[src/rtl/slv_defines.svh]
// Register addresses, bit positions and codes of the slave init/status bank
`ifndef SLV_DEFINES_SVH
`define SLV_DEFINES_SVH
`define AD_PDATA      3'h0
`define AD_IRQ_EN     3'h1
`define AD_EVT        3'h1
`define AD_EVT_CLR    3'h2
`define AD_CYC        3'h3
`define AD_PCMD       3'h4
`define AD_LEN_CFG    3'h5
`define AD_SWITCH     3'h6
`define AD_IDENT      3'h7
`define AD_BUS_STATE  3'h7
`define BS_CFG_HI     4
`define BS_CFG_LO     3
`define BS_CHECK      2
`define BS_RESET      1
`define BS_MASK       8'h1E
`define SW_LEN_OVR    0
`define SW_ID_OVR     6
`define LEN_HI        7
`define LEN_LO        3
`define EV_MGMT       0
`define EV_CYCLE      5
`define DEFER_REMOTE  8'h38
`define DEFER_LOCAL   8'h78
`define LEN_ZERO      5'h00
`define BYTE_ZERO     8'h00
`endif

[src/rtl/slv_link_if.sv]
// Processor bus and master-side signals joining the two ends
`timescale 1ns/1ps
interface slv_link_if;
  logic       cpu_wr;
  logic       cpu_rd;
  logic [2:0] cpu_addr;
  logic [7:0] cpu_wdata;
  logic [7:0] cpu_rdata;
  logic       cpu_rd_ack;
  logic       irq;
  logic       valid_cycle;
  logic       check_seq;
  logic       alarm_stop;
  logic       mgmt_en;
  logic       mgmt_valid;
  logic [7:0] mgmt_data;
  modport dev (
    input  cpu_wr, cpu_rd, cpu_addr, cpu_wdata,
    output cpu_rdata, cpu_rd_ack, irq,
    input  valid_cycle, check_seq, alarm_stop, mgmt_en, mgmt_valid, mgmt_data
  );
  modport host (
    output cpu_wr, cpu_rd, cpu_addr, cpu_wdata,
    input  cpu_rdata, cpu_rd_ack, irq,
    output valid_cycle, check_seq, alarm_stop, mgmt_en, mgmt_valid, mgmt_data
  );
endinterface

[src/rtl/cycle_counter.sv]
// Valid-cycle counter with compare match and auto clear
`timescale 1ns/1ps
module cycle_counter #(
  parameter int W = 8
) (
  // Clock and reset
  input  wire logic         i_clk,
  input  wire logic         i_rst,
  // Events and compare
  input  wire logic         i_valid_cycle,
  input  wire logic [W-1:0] i_compare,
  output logic      [W-1:0] o_count,
  output logic              o_match
);
  wire [W-1:0] next_count = o_count + W'(1);
  wire         hit        = i_valid_cycle && (next_count == i_compare);

  always_ff @(posedge i_clk or posedge i_rst)
  begin
    if (i_rst)
    begin
      o_count <= '0;
      o_match <= 1'b0;
    end
    else
    begin
      o_match <= hit;
      if (hit)
        o_count <= '0;
      else if (i_valid_cycle)
        o_count <= next_count;
    end
  end
endmodule

[src/rtl/slave_init_regs.sv]
// Slave-side init, lock and status register bank
`include "slv_defines.svh"
`timescale 1ns/1ps
module slave_init_regs (
  // Clock and reset
  input  wire logic       I_MCLK,
  input  wire logic       I_RST,
  // Strap pins
  input  wire logic [7:0] I_IDENT_PINS_LOW,
  input  wire logic [4:0] I_LENGTH_PINS,
  input  wire logic       I_CFG_MODE_PIN_HI,
  input  wire logic       I_CFG_MODE_PIN_LO,
  // Fault that forces bus reset
  input  wire logic       I_FATAL_ERR,
  // Effective identification and status
  output logic [7:0]      O_IDENT_LOW,
  output logic [4:0]      O_IDENT_LENGTH,
  output logic            O_DEFERRED,
  output logic            O_LOCKED,
  output logic            O_IN_BUS_RESET,
  output logic [7:0]      O_PDATA,
  // Link
  slv_link_if.dev         LINK
);
  // Pin synchronisers
  logic [7:0] id_s1;
  logic [7:0] id_s2;
  logic [4:0] len_s1;
  logic [4:0] len_s2;
  logic [2:0] misc_s1;
  logic [2:0] misc_s2;
  // Straps captured after reset release
  logic       strap_taken;
  logic [7:0] strap_id;
  logic [4:0] strap_len;
  // Registers
  logic [7:0] length_config;
  logic [7:0] switch_config;
  logic [7:0] soft_ident_byte;
  logic       locked;
  logic       reset_flag;
  logic       in_reset_d;
  logic [7:0] irq_en;
  logic [7:0] events;
  logic [7:0] cyc_compare;
  logic [7:0] proc_cmd;
  logic [7:0] cyc_count;
  logic       cyc_match;

  // No reset: straps must already be through both stages when reset lifts
  always_ff @(posedge I_MCLK)
  begin
    id_s1   <= I_IDENT_PINS_LOW;
    id_s2   <= id_s1;
    len_s1  <= I_LENGTH_PINS;
    len_s2  <= len_s1;
    misc_s1 <= {I_CFG_MODE_PIN_HI, I_CFG_MODE_PIN_LO, I_FATAL_ERR};
    misc_s2 <= misc_s1;
  end

  wire cfg_hi = misc_s2[2];
  wire cfg_lo = misc_s2[1];
  wire fatal  = misc_s2[0];

  // Straps are latched once so a pin glitch later cannot change identity
  always_ff @(posedge I_MCLK or posedge I_RST)
  begin
    if (I_RST)
    begin
      strap_taken <= 1'b0;
      strap_id    <= `BYTE_ZERO;
      strap_len   <= `LEN_ZERO;
    end
    else if (!strap_taken)
    begin
      strap_taken <= 1'b1;
      strap_id    <= id_s2;
      strap_len   <= len_s2;
    end
  end

  wire deferred = (strap_id == `DEFER_REMOTE) || (strap_id == `DEFER_LOCAL);
  wire len_ovr  = switch_config[`SW_LEN_OVR];
  // Ident override only counts together with length override
  wire id_ovr   = switch_config[`SW_ID_OVR] && len_ovr;
  wire [4:0] soft_len = length_config[`LEN_HI:`LEN_LO];
  wire [4:0] eff_len  = len_ovr ? soft_len :
                        (deferred ? `LEN_ZERO : strap_len);
  wire [7:0] eff_id   = id_ovr ? soft_ident_byte : strap_id;

  // Write decode; once locked, length, switch and ident writes simply fall on the floor
  wire wr_open   = LINK.cpu_wr && !locked;
  wire wr_len    = wr_open && (LINK.cpu_addr == `AD_LEN_CFG);
  wire wr_sw     = wr_open && (LINK.cpu_addr == `AD_SWITCH);
  wire wr_id     = wr_open && (LINK.cpu_addr == `AD_IDENT);
  wire wr_pdata  = LINK.cpu_wr && (LINK.cpu_addr == `AD_PDATA);
  wire wr_irq_en = LINK.cpu_wr && (LINK.cpu_addr == `AD_IRQ_EN);
  wire wr_clr    = LINK.cpu_wr && (LINK.cpu_addr == `AD_EVT_CLR);
  wire wr_cmp    = LINK.cpu_wr && (LINK.cpu_addr == `AD_CYC);
  wire rd_state  = LINK.cpu_rd && (LINK.cpu_addr == `AD_BUS_STATE);

  always_ff @(posedge I_MCLK or posedge I_RST)
  begin
    if (I_RST)
    begin
      length_config   <= `BYTE_ZERO;
      switch_config   <= `BYTE_ZERO;
      soft_ident_byte <= `BYTE_ZERO;
      locked          <= 1'b0;
    end
    else
    begin
      if (wr_len)
        length_config <= LINK.cpu_wdata;
      if (wr_id)
        soft_ident_byte <= LINK.cpu_wdata;
      if (wr_sw)
      begin
        switch_config <= LINK.cpu_wdata;
        locked        <= 1'b1;
      end
    end
  end

  // Bus reset: entered on fatal error or alarm stop
  wire in_reset   = fatal || LINK.alarm_stop;
  wire reset_rise = in_reset && !in_reset_d;

  always_ff @(posedge I_MCLK or posedge I_RST)
  begin
    if (I_RST)
    begin
      in_reset_d <= 1'b0;
      reset_flag <= 1'b0;
      O_PDATA    <= `BYTE_ZERO;
    end
    else
    begin
      in_reset_d <= in_reset;
      // Entry wins over a read in the same cycle
      if (reset_rise)
        reset_flag <= 1'b1;
      else if (rd_state)
        reset_flag <= 1'b0;
      if (reset_rise)
        O_PDATA <= `BYTE_ZERO;
      else if (wr_pdata)
        O_PDATA <= LINK.cpu_wdata;
    end
  end

  cycle_counter #(
    .W (8)
  ) u_cycle_counter (
    .i_clk         (I_MCLK),
    .i_rst         (I_RST),
    .i_valid_cycle (LINK.valid_cycle),
    .i_compare     (cyc_compare),
    .o_count       (cyc_count),
    .o_match       (cyc_match)
  );

  wire mgmt_in = LINK.mgmt_en && LINK.mgmt_valid;
  wire [7:0] ev_set = (8'(cyc_match) << `EV_CYCLE) | (8'(mgmt_in) << `EV_MGMT);
  wire [7:0] ev_clr = wr_clr ? LINK.cpu_wdata : `BYTE_ZERO;

  always_ff @(posedge I_MCLK or posedge I_RST)
  begin
    if (I_RST)
    begin
      irq_en      <= `BYTE_ZERO;
      events      <= `BYTE_ZERO;
      cyc_compare <= `BYTE_ZERO;
      proc_cmd    <= `BYTE_ZERO;
    end
    else
    begin
      if (wr_irq_en)
        irq_en <= LINK.cpu_wdata;
      // Set wins over clear so no event is lost
      events <= (events & ~ev_clr) | ev_set;
      if (wr_cmp)
        cyc_compare <= LINK.cpu_wdata;
      if (mgmt_in)
        proc_cmd <= LINK.mgmt_data;
    end
  end

  wire [7:0] bus_state = {3'h0, cfg_hi, cfg_lo, LINK.check_seq, reset_flag, 1'b0};
  logic [7:0] rd_mux;
  always_comb
  begin
    case (LINK.cpu_addr)
      `AD_PDATA:     rd_mux = O_PDATA;
      `AD_EVT:       rd_mux = events;
      `AD_CYC:       rd_mux = cyc_count;
      `AD_PCMD:      rd_mux = proc_cmd;
      `AD_BUS_STATE: rd_mux = bus_state;
      default:       rd_mux = `BYTE_ZERO;
    endcase
  end

  always_ff @(posedge I_MCLK or posedge I_RST)
  begin
    if (I_RST)
    begin
      LINK.cpu_rdata  <= `BYTE_ZERO;
      LINK.cpu_rd_ack <= 1'b0;
      LINK.irq        <= 1'b0;
      O_IDENT_LOW     <= `BYTE_ZERO;
      O_IDENT_LENGTH  <= `LEN_ZERO;
      O_DEFERRED      <= 1'b0;
      O_LOCKED        <= 1'b0;
      O_IN_BUS_RESET  <= 1'b0;
    end
    else
    begin
      LINK.cpu_rd_ack <= LINK.cpu_rd;
      if (LINK.cpu_rd)
        LINK.cpu_rdata <= rd_mux;
      LINK.irq       <= |(events & irq_en);
      O_IDENT_LOW    <= eff_id;
      O_IDENT_LENGTH <= eff_len;
      O_DEFERRED     <= deferred;
      O_LOCKED       <= locked;
      O_IN_BUS_RESET <= in_reset;
    end
  end
endmodule

[src/flat_wrapper.sv]
// flat-port wrapper written by rule: the top's interface ports become plain ports
module slave_init_regs_flat 
  (I_MCLK, I_RST, I_IDENT_PINS_LOW, I_LENGTH_PINS, I_CFG_MODE_PIN_HI, I_CFG_MODE_PIN_LO, I_FATAL_ERR, O_IDENT_LOW, O_IDENT_LENGTH, O_DEFERRED, O_LOCKED, O_IN_BUS_RESET, O_PDATA, LINK_cpu_wr, LINK_cpu_rd, LINK_cpu_addr, LINK_cpu_wdata, LINK_cpu_rdata, LINK_cpu_rd_ack, LINK_irq, LINK_valid_cycle, LINK_check_seq, LINK_alarm_stop, LINK_mgmt_en, LINK_mgmt_valid, LINK_mgmt_data);
  slv_link_if LINK_i ();
  input  wire logic I_MCLK;
  input  wire logic I_RST;
  input  wire logic [7:0] I_IDENT_PINS_LOW;
  input  wire logic [4:0] I_LENGTH_PINS;
  input  wire logic I_CFG_MODE_PIN_HI;
  input  wire logic I_CFG_MODE_PIN_LO;
  input  wire logic I_FATAL_ERR;
  output logic [7:0] O_IDENT_LOW;
  output logic [4:0] O_IDENT_LENGTH;
  output logic O_DEFERRED;
  output logic O_LOCKED;
  output logic O_IN_BUS_RESET;
  output logic [7:0] O_PDATA;
  input wire logic [$bits(LINK_i.cpu_wr)-1:0] LINK_cpu_wr;
  input wire logic [$bits(LINK_i.cpu_rd)-1:0] LINK_cpu_rd;
  input wire logic [$bits(LINK_i.cpu_addr)-1:0] LINK_cpu_addr;
  input wire logic [$bits(LINK_i.cpu_wdata)-1:0] LINK_cpu_wdata;
  output wire logic [$bits(LINK_i.cpu_rdata)-1:0] LINK_cpu_rdata;
  output wire logic [$bits(LINK_i.cpu_rd_ack)-1:0] LINK_cpu_rd_ack;
  output wire logic [$bits(LINK_i.irq)-1:0] LINK_irq;
  input wire logic [$bits(LINK_i.valid_cycle)-1:0] LINK_valid_cycle;
  input wire logic [$bits(LINK_i.check_seq)-1:0] LINK_check_seq;
  input wire logic [$bits(LINK_i.alarm_stop)-1:0] LINK_alarm_stop;
  input wire logic [$bits(LINK_i.mgmt_en)-1:0] LINK_mgmt_en;
  input wire logic [$bits(LINK_i.mgmt_valid)-1:0] LINK_mgmt_valid;
  input wire logic [$bits(LINK_i.mgmt_data)-1:0] LINK_mgmt_data;
  assign LINK_i.cpu_wr = LINK_cpu_wr;
  assign LINK_i.cpu_rd = LINK_cpu_rd;
  assign LINK_i.cpu_addr = LINK_cpu_addr;
  assign LINK_i.cpu_wdata = LINK_cpu_wdata;
  assign LINK_cpu_rdata = LINK_i.cpu_rdata;
  assign LINK_cpu_rd_ack = LINK_i.cpu_rd_ack;
  assign LINK_irq = LINK_i.irq;
  assign LINK_i.valid_cycle = LINK_valid_cycle;
  assign LINK_i.check_seq = LINK_check_seq;
  assign LINK_i.alarm_stop = LINK_alarm_stop;
  assign LINK_i.mgmt_en = LINK_mgmt_en;
  assign LINK_i.mgmt_valid = LINK_mgmt_valid;
  assign LINK_i.mgmt_data = LINK_mgmt_data;
  slave_init_regs u_core (.I_MCLK(I_MCLK), .I_RST(I_RST), .I_IDENT_PINS_LOW(I_IDENT_PINS_LOW), .I_LENGTH_PINS(I_LENGTH_PINS), .I_CFG_MODE_PIN_HI(I_CFG_MODE_PIN_HI), .I_CFG_MODE_PIN_LO(I_CFG_MODE_PIN_LO), .I_FATAL_ERR(I_FATAL_ERR), .O_IDENT_LOW(O_IDENT_LOW), .O_IDENT_LENGTH(O_IDENT_LENGTH), .O_DEFERRED(O_DEFERRED), .O_LOCKED(O_LOCKED), .O_IN_BUS_RESET(O_IN_BUS_RESET), .O_PDATA(O_PDATA), .LINK(LINK_i));
endmodule
[config.mk]
export PLATFORM = sky130hd
export DESIGN_NAME = slave_init_regs_flat
export DESIGN_NICKNAME = d
export VERILOG_FILES = /design/src/rtl/slv_link_if.sv /design/src/rtl/cycle_counter.sv /design/src/rtl/slave_init_regs.sv /design/src/flat_wrapper.sv
export VERILOG_INCLUDE_DIRS = /design/src /design/src/rtl
export SDC_FILE = /design/constraint.sdc
export NUM_CORES = 1
export LEC_CHECK = 0
export ABC_CLOCK_PERIOD_IN_PS = 4400
export BUFFER_PORTS_ARGS = -buffer_cell sky130_fd_sc_hd__buf_2
export CAP_MARGIN = 20
export CORE_ASPECT_RATIO = 0.7
export CORE_UTILIZATION = 60
export DETAILED_ROUTE_END_ITERATION = 16
export GPL_TIMING_DRIVEN = 0
export PLACE_DENSITY = 0.94
export SLEW_MARGIN = 10
export SYNTH_ARGS = -nofsm -noshare
export SYNTH_HDL_FRONTEND = slang
export SYNTH_SLANG_ARGS = --single-unit
[constraint.sdc]
create_clock -name I_MCLK -period 4.4 [get_ports I_MCLK]
set_clock_uncertainty 0.15 [all_clocks]
set_input_delay 0 -clock I_MCLK [delete_from_list [all_inputs] [get_ports I_MCLK]]
set_output_delay 0 -clock I_MCLK [all_outputs]
set_load 0.005 [all_outputs]
; Yosys cells after proc, flatten, opt, wreduce, memory -nomap -nowiden
; Index checks and enable logic that the tools add are counted.
[totals]
elab_cells = 78
out_inout_bits = 34
ramBits = 0
input_bits = 44
register_bits = 146
latchBits = 0
rom_bits = 0
n_memories = 0
[classes]
n_div = 0
bitwise = 5
eq_ne = 10
reduce_logical = 22
mux = 11
add_sub_neg = 1
n_mul = 0
shifts = 0
order_cmp = 0
[ops]
columns = operator, count
row1 = $mux 8, 6
row2 = $pmux 8 s5, 1
row3 = $and 8x8->8, 2
row4 = $logic_and 1x1->1, 13
row5 = $eq 3x3->1 const B, 4
row6 = $mux 5, 2
row7 = $add 8x1->8 const B, 1
row8 = $eq 8x6->1 const B, 1
row9 = $eq 8x7->1 const B, 1
row10 = $eq 8x8->1, 1
row11 = $not 8->8, 1
row12 = $or 8x8->8, 1
row13 = $reduce_or 8->1, 1
row14 = $eq 3x2->1 const B, 2
row15 = $or 6x1->6, 1
row16 = $reduce_bool 2->1, 3
row17 = $eq 3x1->1 const B, 1
row18 = $logic_not 3->1, 1
row19 = $logic_not 1->1, 2
row20 = $logic_or 1x1->1, 2
row21 = $mux 1, 2

; Depth between registers and ports, before layout
; Gate-level depths: netlist of the first run.
[depth]
depth_word = 6
depth_mapped = 6
depth_no_buf = 6

; Modules after synthesis
; From an unflattened synthesis of the first run, not the netlist that was laid out.
[hier_totals]
hier_cells = 424
area_unflattened_um2 = 5418.9
[by_module_without_submodules]
columns = module, seq_area_each_um2, area_per_inst_um2, cells_per_inst, instances
row1 = slave_init_regs, 3067.9, 4654.5, 334, 1
row2 = cycle_counter, 225.2, 764.5, 90, 1

; Worst setup path before layout of the first run
; OpenSTA, ideal clock, no wires.
[synth_timing]
kind = reg2reg
startpoint = reg u_core.u_cycle_counter.o_count[0]
endpoint = reg u_core.u_cycle_counter.o_count[0]
synth_period_minus_slack_ns = 2.198
setup_ns = 0.132
stages_incl_launch_ff = 7
required_ns = 4.118
setup_slack_ns = 2.202
path_buffers = 0
arrival_ns = 1.916
path_cell_list = dfrtp_1 ha_1 and3_4 xnor2_1 or4b_4 o311ai_1 o21ai_1
[synth_via]
elab_chain_len = 4
word_cells_on_any_way = 6
cone_classes = add/sub: 1 / eq/ne: 1 / mux: 2 / reduce/logical: 2
[synth_rtl]
columns = item, line
row1 = start: declaration, cycle_counter.sv:12  ; output logic [W-1:0] o_count,
row2 = start signal: assignment, cycle_counter.sv:31  ; o_count <= next_count;
row3 = $add 8x1->8 (*), cycle_counter.sv:15  ; wire [W-1:0] next_count = o_count + W'(1);
row4 = $eq 8x8->1, cycle_counter.sv:16  ; wire hit = i_valid_cycle && (next_count == i_compare);
row5 = $logic_and 1x1->1, cycle_counter.sv:16
row6 = $mux 8 / $reduce_bool 2->1 (equally long branches), -
; Every way passes the cells marked *; elsewhere a longest branch is shown, timed or not. The select of a mux whose other input is x is not followed.
; A chain may end at the register's enable or synchronous reset.

; Final worst setup path of the first run
[layout_timing]
startpoint = reg u_core.u_cycle_counter.o_count[0]
endpoint = reg u_core.u_cycle_counter.o_count[1]
; The elaborated chain is that of the path after synthesis.

==> results of run 1 <==
[sequential cells by signal (all words and copies together) (netlist names), 5 cells and up]
| register | count |
|---|---|
| u_core.id_s1 | 8 |
| u_core.O_IDENT_LOW | 8 |
| u_core.strap_id | 8 |
| u_core.u_cycle_counter.o_count | 8 |
| u_core.proc_cmd | 8 |
| u_core.events | 8 |
| u_core.irq_en | 8 |
| u_core.length_config | 5 |
| u_core.len_s1 | 5 |
| u_core.O_PDATA | 8 |
| u_core.soft_ident_byte | 8 |
| u_core.O_IDENT_LENGTH | 5 |
| u_core.strap_len | 5 |
| u_core.cyc_compare | 8 |
| u_core.id_s2 | 8 |
| u_core.LINK.cpu_rdata | 8 |
| u_core.len_s2 | 5 |
[per-layer routing]
layer | vias up | wire length, um | GRT usage | part of all wire
met3 | 52 | 1280 | 0.101 | 0.097
met5 | - | 0 | 0 | 0
met4 | 0 | 376 | 0.151 | 0.028
met1 | 1906 | 5290 | 0.395 | 0.40
met2 | 245 | 6290 | 0.525 | 0.48
li1 | 1676 | - | - | -
[power by group]
part | internal [uW] | switching, uW | total (uW)
combinational | 307 | 300 | 607
clock | 860 | 536 | 1400
sequential | 1470 | 144 | 1620
[kinds of logic after synthesis]
| group | Yosys count |
|---|---|
| XOR/XNOR | 13 |
| flip-flops | 138 |
| adder cells (fa/ha/maj) | 1 |
| multiplexers | 68 |
| AND/OR/NAND/NOR | 83 |
| buffers and inverters | 24 |
| AO/OA/AOI/OAI | 64 |
| other | 1 |
[worst max-delay path: cells and delay by family, from the launching register on]
kind	cells	cell delay [ns]
and+or+nand+nor	3	1.21
DFF	1	0.52
adders and majority gates	1	0.32
AOI/OAI and AO/OA	1	0.12
xor gates and xnor gates	1	0.07
[metrics by stage]
stage	setup slack, ns	hold WS [ns]	area (um2)	util	total power, uW
floorplan	1.46	-0.122	5170	-	1970
detailed placement	1.94	-0.0467	5710	0.704	2180
global route	1.78	0.0161	6690	0.826	3760
finish	1.87	0.0125	6690	0.826	3620
global placement	0.473	-0.0478	5680	0.701	2140
CTS	1.91	0.000509	6690	0.826	3610
[synth_stat cells (6+ instances only)]
cell type  count  share of area
dfrtp_1      106           0.51
mux2_2        64           0.14
dfxtp_1       32           0.12
nor2_1        21          0.015
nand2_1       20          0.015
inv_1         13         0.0094
a22o_1        12          0.020
nand3_1       12          0.012
o21ai_0       11          0.011
clkbuf_1       9         0.0065
xnor2_1        9          0.015
a21oi_1        7         0.0068
o22ai_1        7         0.0085
a21boi_0       6         0.0087
[cells in the final DEF, fill, tap and decap left out, types with 2 or more instances in the layout]
cell type	n
a21boi_0	6
a21o_1	3
a21oi_1	7
a222oi_1	3
a22o_1	12
a22oi_1	4
a2bb2oi_1	4
and2_1	3
and3_1	2
buf_2	77
clkbuf_1	12
clkbuf_16	19
clkinv_2	3
dfrtp_1	106
dfxtp_1	32
dlygate4sd3_1	40
inv_1	12
inv_4	3
mux2_2	64
mux2i_1	4
nand2_1	20
nand2b_1	2
nand3_1	12
nand4_1	2
nor2_1	21
nor2b_1	5
nor3_1	4
nor4_1	2
o21ai_0	11
o22ai_1	7
or2_2	2
xnor2_1	9
xor2_1	4
[worst max path at each step]
| stage | to | cells past startpoint |
|---|---|---|
| after floorplan | u_core.LINK.cpu_rd_ack | 1 |
| after global placement | u_core.cyc_compare[4] | 2 |
| after detailed placement | u_core.u_cycle_counter.o_count[1] | 6 |
| after CTS | u_core.u_cycle_counter.o_count[1] | 6 |
| after global routing | u_core.u_cycle_counter.o_count[6] | 6 |
| final | u_core.u_cycle_counter.o_count[1] | 6 |
[area by class of cell]
type | instances | area share
clock buffer | 23 | 0.0748
clock inverter | 9 | 0.0123
timing repair buffer | 117 | 0.121
inverter | 13 | 0.00766
multi-input combinational | 230 | 0.267
tap | 101 | 0.0189
sequential | 138 | 0.492
buffer | 11 | 0.00636
[what timing repair did]
action,4_1_cts,5_1_grt
hold buffers,40,0
hold endpoints to repair,185,0
setup buffers,0,0
==> out/qor.csv, run 1 <==
metric,value,unit
Vias,3879,
area grow syn2layout,29.4,%
Post-Synth Adder-Cell Area,0.00242,
Multi-input gate area,1790,um2
HPWL Detailed,8050,um
Chip Height,79.7,um
gr usage total,0.321,
DIE AREA,9000,um2
status,"finished, final reports clean",
"Seq/Total Area, Yosys",0.637,
DRC,0,
io pins,78,
worst flop-to-flop path startpoint,u_core.u_cycle_counter.o_count[0],
synthesized net count,437,
vias in the first global route,3905,
Resize count post-CTS,0,
reg2reg setup slack,1.87,ns
worst hold path type,in2reg,
RSZ-0062 raised after global routing,false,
critical path type,reg2reg,
Post-Synthesis Cell Area,5170,um2
crit path max fanout,7,
Clock transition at path regs,0.06,ns
syn avg cell area,13.2,um2
TritonCTS Buffers,17,
Setup crit start kind,flop,
Worst Reg2Reg Path Length in Cells,6,
Yosys warning count,0,
htree depth,4,
FILL cells,412,
vias per cell,6.04,
Critical R2R Capture,u_core.u_cycle_counter.o_count[1],
drt pass-1 iters,5,
post-synthesis cell type count,47,
CP peak stage delay,0.59,ns
number of synthesized flops with an enable pin,0,
maximum vdd ir drop,0.302,mV
Nets,573,
"Top FF cell, synth",dfrtp_1,
final setup fails,0,
first-pass GRT wire length,20700,um
CP endpoint kind,flop,
Routed WL per cell,20.6,um
max cap viols,0,
"Slew Viols, Final",0,
clock sinks,138,
largest family of logic cells by synthesized area,multiplexers,
Cells after DPL,570,
Finished Layout Cells,642,
Tmin final,2.53,ns
Hold Startpoint,LINK_cpu_wr,
number of buffers added on ports,76,
RD Place Congestion,0.858,
ANT nets after route,0,
Chip Width,113,um
setup TNS,0,ns
CP Launch Point,u_core.u_cycle_counter.o_count[0],
"FFs w/ async S/R, synth",0.768,
drt first-iter violations,364,
Slew Limit Headroom,0.450,
Yosys reg bits,138,
mux cell area share after synthesis,0.147,
Initial Util,0.638,
worst path cell trace,ha_1 -> and3_4 -> xnor2_1 -> or4b_4 -> nor3_2 -> o2bb2ai_1,
critical path required time,4.54,ns
simple-gate portion of the synthesized area,0.0849,
Antenna Cells,0,
row count,27,
largest net degree at the start of global routing,64,
Hold Path End,u_core.O_PDATA[6],
remaining global-route overflow,0,
final hold violation count,0,
Compound-Gate Fraction of Synth Area,0.0888,
LEAKAGE,0.00304,uW
initial antenna violation count,0,
Fmax achieved,0.395,GHz
WP data arrival,2.68,ns
Syn Inst Count,392,
Clock Latency Late Sink,0.42,ns
Pwr per Cell Area,541,nW/um2
critical path's slowest cell,or4b_4,
Final Routed Wirelength,13200,um
Seq. cell area,3290,um2
Post-Synth XOR/XNOR Area,0.0220,
area of the core,8110,um2
crit share post-route,0.576,
CTS tree,built,
worst hold path stage count,4,
Worst Max-Slew Pin Slew,0.822,ns
CTS root buf,clkbuf_16,
Max clock buf depth,2,
share of layout cells above drive strength 1,0.331,
(Power assumes the default switching activity.)
==> run 2, diff against run 1 <==
Settings changed: ABC_CLOCK_PERIOD_IN_PS 4400 to 2400, CORE_UTILIZATION 60 to 56, PLACE_DENSITY 0.94 to 0.9.
Clock period 4.4 ns to 2.4 ns, I/O delays scaled along.
==> run 2 against run 1 <==
The flow now finishes with violations (negative setup slack). Sequential cell count stayed put. Die area is 7.0% higher. Global-route usage is 0.57 points lower. Clock power is 99% higher. Cell count is 3.7% higher. Highest routed layer unchanged. Sequential share of layout area is 1.3 points lower. Critical endpoint is now u_core.u_cycle_counter.o_count[0]. Design area is 2.8% higher. Critical path depth stayed put. First-iteration DRC count is 5.5% higher. Worst hold slack better by 0.053 ns.
==> out/qor.csv, run 2 (synthesis results as in run 1) <==
metric,value,unit
total setup buffers inserted after CTS,0,
area of the core,8690,um2
Tmin final,2.41,ns
Vias,3893,
final worst slack,-0.0141,ns
"Slew Viols, Final",0,
Fin Hold WS,0.0653,ns
WP data arrival,2.54,ns
final setup fails,1,
critical path's slowest cell,or4b_4,
Initial Util,0.595,
status,"complete, but fails checks",
gr usage total,0.316,
GRT busiest layer,met2,
initial antenna violation count,0,
row count,28,
Worst Max-Slew Pin Slew,0.808,ns
Fmax achieved,0.414,GHz
crit path buf inv count,0,
Clock Latency Late Sink,0.41,ns
number of buffers added on ports,76,
met3 usage,0.0920,
Max clock buf depth,2,
critical path required time,2.52,ns
worst path cell trace,ha_2 -> and3_4 -> xnor2_1 -> or4b_4 -> o311ai_2 -> o21ai_1,
crit path max fanout,7,
met1 Use GR,0.386,
Finished Layout Cells,666,
DRC,0,
remaining global-route overflow,0,
CP endpoint kind,flop,
final core occ,0.792,
Pwr per Cell Area,1010,nW/um2
grt met2 use,0.524,
Setup crit start kind,flop,
DIE AREA,9630,um2
area grow syn2layout,33.1,%
max cap viols,0,
vias per cell,5.85,
HPWL Detailed,8110,um
Chip Height,82.4,um
"most common cell after layout, fill and taps aside",dfrtp_1,
Final Routed Wirelength,13900,um
maximum vdd ir drop,0.673,mV
failing checks,negative setup slack,
critical path type,reg2reg,
Chip Width,117,um
CTS root buf,clkbuf_16,
ANT nets after route,0,
crit share post-route,1.01,
Routed WL per cell,20.9,um
drt first-iter violations,384,
final hold violation count,0,
RD Place Congestion,0.932,
most frequent cells in the layout,"dfrtp_1 (104), buf_2 (77), mux2_2 (64)",
largest net degree at the start of global routing,38,
Nets,578,
vias in the first global route,4064,
io pins,78,
Clock transition at path regs,0.06,ns
worst hold path type,in2reg,
share of layout cells above drive strength 1,0.342,
Antenna Cells,0,
Slew Limit Headroom,0.459,
CP peak stage delay,0.61,ns
drt pass-1 iters,6,
LEAKAGE,0.00310,uW
CTS tree,built,
cell family with most CP delay,simple AND/OR/NAND/NOR gates,
htree depth,4,
TritonCTS Buffers,17,
Cells after DPL,591,
first-pass GRT wire length,21500,um
setup TNS,-0.0141,ns
clock sinks,138,
==> run 2: path summary, 6_finish.rpt <==
| kind | depth (start not counted) | startpoint | endpoint | slack [ns] |
|---|---|---|---|---|
| max in group asynchronous | 6 | I_RST | u_core.u_cycle_counter.o_count[0] | 0.80 |
| worst max-delay path | 6 | u_core.u_cycle_counter.o_count[0] | u_core.u_cycle_counter.o_count[0] | -0.01 |
| worst min-delay path | 3 | LINK_mgmt_en | u_core.proc_cmd[2] | 0.07 |
| worst max register to register | 6 | u_core.u_cycle_counter.o_count[0] | u_core.u_cycle_counter.o_count[0] | -0.01 |
| worst min register to register | 0 | u_core.misc_s1[1] | u_core.misc_s2[1] | 0.17 |
| min in group asynchronous | 4 | I_RST | u_core.O_IDENT_LOW[1] | 0.58 |
==> run 2: repair_timing <==
item                                   4_1_cts  5_1_grt
gates resized for setup                      2        5
pin swaps                                    0        2
hold buffers                                43        0
setup endpoints to repair                    6       10
endpoints found under the hold margin      177        0
==> run 2: area by class of cell <==
cell class / count / area (um2)
flip-flops and latches: 138 / 3300
multi-input cells: 230 / 1820
plain buffers: 11 / 42.5
fillers: 487 / 1800
clock buffers: 24 / 547
repair buffers: 122 / 878
clock inverters: 8 / 100
well taps: 120 / 150
inverters: 13 / 52.6
==> run 2: tightest hold or removal path, stage by stage <==
cell and delay, ns:
buf_2 0.12, nand2_1 0.26, mux2_2 0.21
==> run 2: layer usage <==
layer	part of all wire	up-vias
li1	-	1684
met1	0.41	1937
met2	0.48	233
met3	0.076	39
met4	0.028	0
met5	0	-
==> run 2: report_power, final <==
group	switching (uW)	internal, uW
sequential	273	2700
clock	976	1810
combinational	585	578
==> run 2: stage by stage <==
stage	area, um2	total power [uW]	setup WS, ns
floorplan	5180	3610	0.202
global placement	5710	3920	0.00498
detailed placement	5780	4010	-0.0431
CTS	6860	6870	0.00432
global route	6880	7160	-0.109
finish	6880	6920	-0.0141
==> run 3, diff against run 2 <==
==> constraint.sdc (replaced) <==
create_clock -name I_MCLK -period 2.4 [get_ports I_MCLK]
set_clock_uncertainty 0.15 [all_clocks]
set_input_delay 0.72 -clock I_MCLK [delete_from_list [all_inputs] [get_ports I_MCLK]]
set_output_delay 0.72 -clock I_MCLK [all_outputs]
set_load 0.005 [all_outputs]
==> run 3 against run 2 <==
The run now ends clean. Die area is the same. Non-clock buffer count down 43. Wire length down 7.5%. Worst hold slack improved by 0.11 ns. First-iteration DRC count is 3.6% lower. Critical path depth stayed put. Via count shrank 4.6%. Cell count is 6.5% lower. Maximum frequency up 2.9%. Sequential cell count did not move. Design area fell by 6.4%. Critical endpoint unchanged. Largest cell class unchanged.
==> out/qor.csv, run 3 (synthesis results as in run 1) <==
metric,value,unit
status,"finished, final reports clean",
worst flop-to-flop path startpoint,u_core.u_cycle_counter.o_count[0],
DIE AREA,9630,um2
FILL cells,565,
CTS tree,built,
final setup fails,0,
HPWL Detailed,8110,um
first-pass GRT wire length,19900,um
CTS root buf,clkbuf_16,
most frequent cells in the layout,"dfrtp_1 (104), buf_2 (77), mux2_2 (64)",
Slew Limit Headroom,0.471,
RD Place Congestion,0.932,
crit path max fanout,7,
Nets,535,
Clock Latency Late Sink,0.41,ns
final hold violation count,0,
Tmin final,2.35,ns
Clock transition at path regs,0.06,ns
TritonCTS Buffers,17,
Max clock buf depth,2,
gr usage total,0.292,
initial antenna violation count,0,
area of the core,8690,um2
setup TNS,0,ns
Chip Height,82.4,um
Worst Max-Slew Pin Slew,0.790,ns
LEAKAGE,0.00292,uW
remaining global-route overflow,0,
Final Routed Wirelength,12900,um
area grow syn2layout,24.5,%
ANT nets after route,0,
share of layout cells above drive strength 1,0.372,
clock sinks,138,
reg2reg setup slack,0.05,ns
Critical R2R Capture,u_core.u_cycle_counter.o_count[0],
"Slew Viols, Final",0,
number of buffers added on ports,76,
Worst Reg2Reg Path Length in Cells,6,
WP data arrival,2.47,ns
Setup crit start kind,flop,
critical path required time,2.53,ns
Seq. cell area,3300,um2
final worst slack,0.0547,ns
vias per cell,5.96,
htree depth,4,
drt first-iter violations,370,
largest net degree at the start of global routing,38,
Routed WL per cell,20.7,um
"most common cell after layout, fill and taps aside",dfrtp_1,
vias in the first global route,3742,
dpl ws,-0.298,ns
Fin Hold WS,0.171,ns
Multi-input gate area,1810,um2
Vias,3714,
worst hold path type,in2async,
Initial Util,0.595,
CP endpoint kind,flop,
Antenna Cells,0,
drt pass-1 iters,7,
Fmax achieved,0.426,GHz
row count,28,
io pins,78,
crit share post-route,0.977,
DRC,0,
total setup buffers inserted after CTS,0,
maximum vdd ir drop,0.667,mV
Pwr per Cell Area,1060,nW/um2
critical path type,reg2reg,
max cap viols,0,
final core occ,0.742,
Chip Width,117,um
## run 3: layout make-up
| cell class | count | area share |
|---|---|---|
| Sequential cell | 138 | 0.511 |
| Inverter | 13 | 0.00816 |
| Clock inverter | 8 | 0.0155 |
| Clock buffer | 24 | 0.0849 |
| Tap cell | 120 | 0.0233 |
| Multi-Input combinational cell | 230 | 0.281 |
| Timing Repair Buffer | 79 | 0.0695 |
| Buffer | 11 | 0.00660 |
## run 3: per-stage QoR
step           area (um2)  instances  power (uW)
2_1_floorplan        5180        392        3610
3_3_place_gp         5710        588        3920
3_5_place_dp         5780        591        4010
4_1_cts              6430        623        6820
5_1_grt              6440        623        7080
6_report             6440        623        6830
## run 3: timing repair
action                                 CTS  global route
hold buffers                             0             0
resized for setup                        2             4
setup endpoints to repair                6            16
endpoints found under the hold margin    0             0
pin swaps                                0             2
## run 3: worst max path at each step
stage,end,slack [ns],from,cells past startpoint
final,u_core.u_cycle_counter.o_count[0],0.05,u_core.u_cycle_counter.o_count[0],6
after global placement,u_core.proc_cmd[2],-0.35,I_RST,2
after detailed placement,u_core.soft_ident_byte[1],-0.30,LINK_cpu_addr[1],5
after global routing,u_core.u_cycle_counter.o_count[0],-0.01,u_core.u_cycle_counter.o_count[0],6
after floorplan,u_core.u_cycle_counter.o_count[0],0.20,u_core.u_cycle_counter.o_count[0],6
after CTS,u_core.u_cycle_counter.o_count[0],0.004,u_core.u_cycle_counter.o_count[0],6
## run 3: report_power, final
group | total, uW | leakage, uW | switching (uW) | internal, uW
clock network | 2770 | 0.000317 | 968 | 1810
logic | 1090 | 0.00103 | 561 | 530
registers | 2960 | 0.00157 | 261 | 2700
## run 3: critical path: stages (launching register included)
cell	delay (ns)
dfrtp_2	0.47
ha_2	0.25
and3_4	0.19
xnor2_1	0.12
or4b_4	0.61
o311ai_2	0.31
o21ai_1	0.10
## run 3: per-layer routing
layer | wire length (um) | vias to the layer above | global-route usage | part of all wire
met5 | 0 | - | 0 | 0
met4 | 395 | 0 | 0.141 | 0.031
met3 | 1170 | 42 | 0.0788 | 0.091
met2 | 6060 | 228 | 0.469 | 0.47
met1 | 5250 | 1847 | 0.374 | 0.41
li1 | - | 1597 | - | -
